[src/msr_pkg.sv]
// package for the modem line status readout block
package msr_pkg;
    // =====================================================================
    // register map
    localparam logic [3:0] MSR_ADDR_STATUS = 4'h0;
    localparam logic [3:0] MSR_ADDR_CTRL = 4'h4;
    localparam logic [3:0] MSR_ADDR_EVENT = 4'h8;

    // =====================================================================
    // status byte field positions
    localparam int MSR_BIT_CARRIER = 0;
    localparam int MSR_BIT_UNUSED = 1;
    localparam int MSR_BIT_CTS = 2;
    localparam int MSR_BIT_READY = 3;
    localparam int MSR_BIT_HALF = 4;

    // control register fields
    localparam int MSR_CTL_HALF = 0;
    localparam int MSR_CTL_INTMDM = 1;
    localparam int MSR_CTL_W = 2;
    localparam logic [MSR_CTL_W-1:0] MSR_CTL_RESET = 2'h0;

    // =====================================================================
    // raw modem lines carried together
    typedef struct packed {
        logic ready;
        logic cts;
        logic carrier;
    } msr_lines_s;

    // block state
    typedef struct packed {
        msr_lines_s sync1;
        msr_lines_s sync2;
        logic [MSR_CTL_W-1:0] ctrl;
        logic ready_drop;
        logic ready_prev;
        logic ack;
        logic [31:0] rdata;
    } msr_state_s;
endpackage

[src/msr_readout.sv]
// modem line status readout with classic wishbone slave
//
// Decided for this implementation: register access over Wishbone and the register offsets.
`timescale 1ns/10ps
`default_nettype none

// Operation
// - host reads modem lines over the bus; writable controls are software settable
// - bit 0 shows received line signal detect (carrier)
// - bit 1 is unused and always reads zero
// - bit 2 shows clear to send from the local modem
// - bit 3 shows modem ready, set when ready, clear otherwise
// - modem ready going inactive is caught as power loss or cable fault
// - bit 4 reads one in half-duplex mode
// - bit 4 reads zero in full-duplex mode
module msr_readout
    import msr_pkg::*;
#(
    parameter int ADDR_W = 4
) (
    input wire logic i_clock,
    input wire logic i_sys_rst,
    input wire logic i_wb_cyc,
    input wire logic i_wb_stb,
    input wire logic i_wb_we,
    input wire logic [ADDR_W-1:0] i_wb_adr,
    input wire logic [3:0] i_wb_sel,
    input wire logic [31:0] i_wb_dat,
    output logic [31:0] o_wb_dat,
    output logic o_wb_ack,
    input wire logic i_ext_carrier,
    input wire logic i_int_carrier,
    input wire logic i_clear_to_send,
    input wire logic i_modem_ready,
    output logic o_half_duplex,
    output logic o_modem_fault
);
    // =====================================================================
    // elaboration check
    if (ADDR_W < 4) begin : g_bad_addr
        $error("msr_readout: ADDR_W must be at least 4");
    end

    msr_state_s st_r;
    msr_state_s st_nxt;
    msr_lines_s raw;
    logic [7:0] status_byte;
    logic req;
    logic ready_fell;

    // =====================================================================
    // carrier source select, built-in modem or external line
    always_comb begin
        raw.carrier = st_r.ctrl[MSR_CTL_INTMDM] ? i_int_carrier : i_ext_carrier;
        raw.cts = i_clear_to_send;
        raw.ready = i_modem_ready;
    end

    // status byte from synchronised lines and the half-duplex control bit only, so a read is stable
    always_comb begin
        status_byte = 8'h00;
        status_byte[MSR_BIT_CARRIER] = st_r.sync2.carrier;
        status_byte[MSR_BIT_UNUSED] = 1'b0;
        status_byte[MSR_BIT_CTS] = st_r.sync2.cts;
        status_byte[MSR_BIT_READY] = st_r.sync2.ready;
        status_byte[MSR_BIT_HALF] = st_r.ctrl[MSR_CTL_HALF];
    end

    assign req = i_wb_cyc && i_wb_stb && !st_r.ack;

    // ready edge from the second stage and its delayed copy only; the first
    // stage may still be settling, so nothing but the second stage reads it
    assign ready_fell = st_r.ready_prev && !st_r.sync2.ready;

    // =====================================================================
    // next state
    always_comb begin
        st_nxt = st_r;
        st_nxt.sync1 = raw;
        st_nxt.sync2 = st_r.sync1;
        st_nxt.ack = req;
        // delayed copy of the second stage for the edge detect
        st_nxt.ready_prev = st_r.sync2.ready;
        if (ready_fell) begin
            st_nxt.ready_drop = 1'b1;
        end
        if (req) begin
            st_nxt.rdata = 32'h0000_0000;
            if (i_wb_adr[3:0] == MSR_ADDR_STATUS) begin
                st_nxt.rdata = {24'h00_0000, status_byte};
            end else if (i_wb_adr[3:0] == MSR_ADDR_CTRL) begin
                st_nxt.rdata = {30'h0000_0000, st_r.ctrl};
                if (i_wb_we && i_wb_sel[0]) begin
                    st_nxt.ctrl = i_wb_dat[MSR_CTL_W-1:0];
                end
            end else if (i_wb_adr[3:0] == MSR_ADDR_EVENT) begin
                st_nxt.rdata = {31'h0000_0000, st_r.ready_drop};
                // write one clears; a new drop in the same cycle wins
                if (i_wb_we && i_wb_sel[0] && i_wb_dat[0] && !ready_fell) begin
                    st_nxt.ready_drop = 1'b0;
                end
            end
        end
    end

    // state register
    always_ff @(posedge i_clock) begin
        if (i_sys_rst) begin
            st_r <= '0;
            st_r.ctrl <= MSR_CTL_RESET;
        end else begin
            st_r <= st_nxt;
        end
    end

    assign o_wb_ack = st_r.ack;
    assign o_wb_dat = st_r.rdata;
    assign o_half_duplex = st_r.ctrl[MSR_CTL_HALF];
    assign o_modem_fault = st_r.ready_drop;
endmodule

`default_nettype wire

[config.mk]
export PLATFORM = sky130hd
export DESIGN_NAME = msr_readout
export DESIGN_NICKNAME = d
export VERILOG_FILES = /design/src/msr_pkg.sv /design/src/msr_readout.sv
export SDC_FILE = /design/constraint.sdc
export NUM_CORES = 1
export LEC_CHECK = 0
export BUFFER_PORTS_ARGS = -buffer_cell sky130_fd_sc_hd__buf_2
export CORE_MARGIN = 5
export CORE_UTILIZATION = 35
export DETAILED_ROUTE_END_ITERATION = 8
export PLACE_DENSITY_LB_ADDON = 0.25
export SYNTH_ARGS = -nofsm -noshare
export SYNTH_HDL_FRONTEND = slang
export SYNTH_SLANG_ARGS = --single-unit
[constraint.sdc]
create_clock -name i_clock -period 1.6 [get_ports i_clock]
set_input_delay 0.08 -clock i_clock [delete_from_list [all_inputs] [get_ports i_clock]]
set_output_delay 0.08 -clock i_clock [all_outputs]
set_load 0.01 [all_outputs]
==> results of run 1 <==
==> layout make-up <==
| type | instances | area share |
|---|---|---|
| inverter | 1 | 0.00408 |
| multi-input combinational | 70 | 0.420 |
| tap | 30 | 0.0408 |
| sequential | 16 | 0.348 |
| timing repair buffer | 27 | 0.163 |
| clock buffer | 3 | 0.0245 |
==> critical path: stages (launching register included) <==
cell and delay, ns:
dfxtp_1 0.38, inv_1 0.05, a221o_1 0.36, o41ai_2 0.26
==> where the power goes <==
group | switching, mW | total (mW) | internal, mW
registers | 0.00336 | 0.411 | 0.408
clock network | 0.106 | 0.193 | 0.0871
logic | 0.0613 | 0.0962 | 0.0349
==> stage by stage <==
| step | cell area (µm²) | power [mW] |
|---|---|---|
| finish | 921 | 0.701 |
| global route | 921 | 0.749 |
| floorplan | 960 | 0.527 |
| global placement | 878 | 0.510 |
| CTS | 901 | 0.708 |
| detailed placement | 878 | 0.512 |
==> sequential cells by signal (all words and copies together), names as in the netlist <==
signal	flops
st_r	4
o_wb_ack	1
o_modem_fault	1
o_half_duplex	1
o_wb_dat	5
st_nxt	4
==> synthesized netlist by cell type <==
master / number / area [µm²]
nor4_2: 1 / 12.5
nor4b_1: 1 / 8.76
or2_1: 1 / 6.26
nand2b_1: 6 / 37.5
inv_1: 1 / 3.75
buf_4: 32 / 240
mux2i_1: 3 / 30.0
buf_2: 1 / 5.00
conb_1: 1 / 3.75
and3b_1: 1 / 8.76
clkbuf_1: 1 / 3.75
a221o_1: 1 / 10.0
and4_1: 1 / 8.76
o41ai_2: 1 / 16.3
o41ai_1: 1 / 8.76
nor2_1: 2 / 7.51
nand3_1: 4 / 20.0
dfxtp_1: 16 / 320
nand3b_1: 3 / 22.5
a21oi_1: 5 / 25.0
nor2b_1: 7 / 43.8
nand2_1: 5 / 18.8
==> path summary, 6_finish.rpt <==
check,start,to,slack [ns],cells past startpoint
setup reg to reg,o_modem_fault,o_wb_dat[0],0.46,3
hold / removal,i_ext_carrier,st_nxt[37],0.04,3
setup / recovery,o_modem_fault,o_wb_dat[0],0.46,3
hold reg to reg,st_nxt[38],st_r[38],0.44,1
==> cell families after synthesis <==
logic type | count (synthesis) | synth area share
muxes | 3 | 0.0348
buffers and inverters | 35 | 0.293
AOI/OAI and AO/OA | 8 | 0.0697
DFF | 16 | 0.372
and+or+nand+nor | 32 | 0.226
other | 1 | 0.00435
==> metal layers <==
metal | up-vias | routed length (µm)
li1 | 301 | -
met1 | 244 | 574
met2 | 36 | 625
met3 | 2 | 246
met4 | 0 | 8
met5 | - | 0
==> impl_results.md, run 1 <==
- Outcome: completed
- CTS Sinks: 16
- Final worst-path cycle share: 0.710
- Seq/Total Area, Yosys: 0.372
- WL/cell: 9.88 µm
- Placed cells: 142
- Clock buffer count from CTS: 3
- Multi-input combinational cell area: 387 µm²
- Crit end category: flip-flop
- Type of the most critical hold path: in -> reg
- Crit path DAT: 1.32 ns
- Leak: 0.427 nW
- Cell area power density: 761 nW/µm²
- Fin. Hold Viols: 0
- Global routing's busiest layer: met2
- RSZ-0062 raised after global routing: no
- Num rows: 18
- Initial antenna violation count: 0
- Post-route ant nets: 0
- Post-cts sizing count: 0
- # DRC: 0
- Most common cell after layout, fill and taps aside: conb_1
- Final Core Density: 0.382
- Fill cells: 262
- WP data required: 1.78 ns
- Crit-path max FO: 3
- Final WL: 1.45 mm
- Vias in the first global route: 480
- Grt met2 use: 0.126
- Worst-path clk slew: 0.08 ns
- Count of input and output buffers: 23
- Cell Area, Synth: 862 µm²
- Max Buffers Root-to-Sink: 2
- Final slew viol count: 0
- Die H: 59.6 µm
- Mean post-synth cell area: 9.07 µm²
- Seq cells post-synth: 16
- Total grt overflow: 0
- Tmin final: 1.14 ns
- Max Fclk: 880 MHz
- Critical path type: reg -> reg
- GPL Wtd Cong: 0.691
- Pre-CTS WS: 0.368 ns
- Gr usage total: 0.0866
- I/O pin count: 84
- DR pass1 iterations: 3
- Synth warn: 0
- Largest net degree at the start of global routing: 20
- Starting density of the core: 0.358
- Post-Syn Instances: 95
- Initial DRC Count: 7
- Final #Nets: 168
- Met1 Usage GRT: 0.108
- Setup bufs post-CTS: 0
- Synth cell types: 22
- CTS tree: yes
- Commonest non-fill, non-tap cells in the layout: conb_1, buf_2, dfxtp_1
- Worst hold slack: 0.0371 ns
- Die Wd: 59.6 µm
- Setup ws final: 0.464 ns
- CTS H-tree depth: 1
- Reg area: 320 µm²
- Max cap viols: 0
- Sum of negative setup slack: 0 ns
- DR vias/cell: 3.97
- Root buf cell: clkbuf_4
- Clk Latency, worst-skew pair: 0.27 ns
- Clock Skews: 0.00157 ns
- Max IR drop VDD: 606 µV
- Setup-failing EPs final: 0
- CP Launch Type: flip-flop
- DP HPWL: 1.21 mm
- Share of layout cells above drive strength 1: 0.256
- Antenna cells: 0
- Layout area overhead: 6.82%
- Die area: 3560 µm²
- Number of hold buffers added after CTS: 0
- Via Count: 583
- Met3 usage: 0.0479
- Layout Cells excl Fill: 147
- Core area: 2410 µm²
- First-pass GRT wire length: 2.21 mm
(Power assumes the default switching activity.)
==> inputs of run 2 (changes only) <==
ABC_AREA = 1   (was not set)
CORE_UTILIZATION = 32   (was 35)
clock period = 1 ns   (was 1.6 ns; I/O delays follow)
==> run 2 against run 1 <==
  * Count of clock-buffer cells in the layout unchanged
  * Cell count rose by 15%
  * Non-clock buffer count shrank 1
  * Core utilization down 3.2 points
  * Sequential share of layout area decreased by 0.56 points
  * First-iteration DRC count increased by 14%
  * Power up 68%
  * Maximum frequency up 21%
  * Setup slack lost 0.40 ns
  * Hold slack worse by 0.033 ns
  * Area after synthesis up 1.7%
  * Synthesized cell count is 23% higher
  * Highest routed layer unchanged
==> impl_results.md, run 2 <==
- Initial DRC Count: 8
- DR pass1 iterations: 3
- CTS H-tree depth: 1
- Count leader, synth: buf_4
- Largest net degree at the start of global routing: 11
- Post-synth EDFFs: 0
- Mean post-synth cell area: 7.50 µm²
- Layout Cells excl Fill: 169
- GPL Wtd Cong: 0.714
- Vias in the first global route: 529
- Multi-input combinational cell area: 350 µm²
- CTS Sinks: 16
- Clock buffer count from CTS: 3
- Via Count: 648
- Total grt overflow: 0
- Tmin final: 0.939 ns
- # DRC: 0
- R2r endpoint: st_r[36]
- Placed cells: 164
- Reg area: 322 µm²
- Fin. Hold Viols: 0
- Core area: 2690 µm²
- Antenna cells: 0
- Cell Area, Synth: 877 µm²
- Final Core Density: 0.350
- Max cap viols: 0
- Post-Syn Instances: 117
- Worst hold start: i_wb_dat[1]
- Post-route ant nets: 0
- Gr usage total: 0.0688
- Post-synth top flop: dfxtp_1
- Type of the most critical hold path: in -> reg
- Yosys top cell by area: dfxtp_1
- Post-synth ARST share: 0
- Die Wd: 62.4 µm
- Most common cell after layout, fill and taps aside: conb_1
- Max IR drop VDD: 594 µV
- Share of the synthesized area in the top cell type: 0.365
- Final slew viol count: 0
- Max reg flops: 5
- Setup-failing EPs final: 0
- Crit-path max FO: 3
- Critical path type: reg -> reg
- Synth cell types: 15
- FF-to-FF setup slack: 0.06 ns
- WHS Path Cells: 3
- Count of input and output buffers: 23
- Final #Nets: 189
- Crit path DAT: 1.12 ns
- Initial antenna violation count: 0
- Synth warn: 0
- Fill cells: 311
- Final worst-path cycle share: 0.939
- Clk Latency, worst-skew pair: 0.28 ns
- Share of layout cells above drive strength 1: 0.261
- Die area: 3890 µm²
- RR Startpoint: o_wb_ack
- First-pass GRT wire length: 2.15 mm
- Max Buffers Root-to-Sink: 2
- Crit end category: flip-flop
- Sum of negative setup slack: 0 ns
- Leak: 0.501 nW
- I/O pin count: 84
- Outcome: completed
- Commonest non-fill, non-tap cells in the layout: conb_1, buf_2, inv_1, dfxtp_1, nor2_1
- Final WL: 1.49 mm
- Root buf cell: clkbuf_4
- Starting density of the core: 0.327
- CTS tree: yes
- Seq/Total Area, Yosys: 0.365
- Max Fclk: 1060 MHz
- Most frequent cells after synthesis: buf_4, dfxtp_1, inv_1, nor2_1, nand2_1
- Worst Reg-to-Reg Cells: 6
- Clock Skews: 0.00168 ns
- Seq cells post-synth: 16
- Setup bufs post-CTS: 0
- WL/cell: 8.82 µm
- Worst-path clk slew: 0.08 ns
- Synth area leaders: dfxtp_1, buf_4, inv_1
- Die H: 62.4 µm
- Layout area overhead: 7.13%
- Num rows: 19
- DR vias/cell: 3.83
- WP data required: 1.18 ns
- Hold Path End: st_r[36]
- Cell area power density: 1250 nW/µm²
- CP Launch Type: flip-flop
- DP HPWL: 1.23 mm
- RSZ-0062 raised after global routing: no
[run 2: changes by cell type in the layout (fill, tap and decap cells not counted), moves of 2 or more]
cell	change
buf_4	-2
inv_1	+14
mux2i_1	-3
nand2_1	+5
nand2_2	+2
nand2b_1	-6
nand3b_1	-2
nor2_1	+12
nor2_2	+2
nor2_4	+3
nor2b_1	-7
o21ai_0	+8
[run 2: critical path, cell delays in order (launching register included)]
cell	delay, ns
dfxtp_2	0.34
nor2_4	0.10
nand2_2	0.09
nor2_4	0.13
inv_2	0.05
nor2_2	0.09
nor2_1	0.05
[run 2: where the power goes]
group          internal [mW]  total, mW  switching, mW
Combinational         0.0619      0.180          0.118
Clock                  0.140      0.322          0.183
Sequential             0.663      0.674         0.0108
[run 2: how the worst max path moves through the flow]
stage / start / end / slack [ns] / depth (start not counted)
2_1_floorplan: o_wb_ack / st_r[36] / 0.08 / 6
6_report: o_wb_ack / st_r[36] / 0.06 / 6
3_5_place_dp: o_wb_ack / st_r[36] / 0.03 / 6
3_3_place_gp: o_wb_ack / o_wb_dat[1] / 0.06 / 5
5_1_grt: o_wb_ack / st_r[36] / 0.009 / 6
4_1_cts: o_wb_ack / st_r[36] / 0.02 / 6
[run 2: per-stage QoR]
stage	area, µm²	hold slack [ns]	power, mW	setup slack [ns]
after floorplan	975	0.157	0.891	0.0767
after global placement	877	0.249	0.852	0.0594
after detailed placement	877	0.256	0.855	0.0335
after CTS	920	0.00285	1.18	0.0244
after global routing	940	0.0141	1.24	0.00909
final	940	0.00413	1.18	0.0608
[run 2: final cells by class]
class	count	area share
clock buffers	3	0.0240
inverters	16	0.0639
multi-input cells	77	0.373
flip-flops and latches	16	0.342
repair buffers	26	0.156
well taps	31	0.0413
[run 2: routing by layer]
layer  track usage  wire length (µm)
met1        0.0679               555
met2         0.120               746
met3        0.0270               173
met4        0.0398                16
met5             0                 0
[run 2: timing repair]
action,CTS,global route
endpoints found under the hold margin,2,0
hold buffers,2,0
endpoints found under the setup margin,0,3
resized for setup,0,7
[run 2: cells by family after synthesis]
| kind of cell | after synthesis | synth area share |
|---|---|---|
| AND/OR/NAND/NOR | 36 | 0.184 |
| AO/OA/AOI/OAI | 14 | 0.0827 |
| other | 1 | 0.00428 |
| buffers and inverters | 50 | 0.364 |
| flip-flops | 16 | 0.365 |
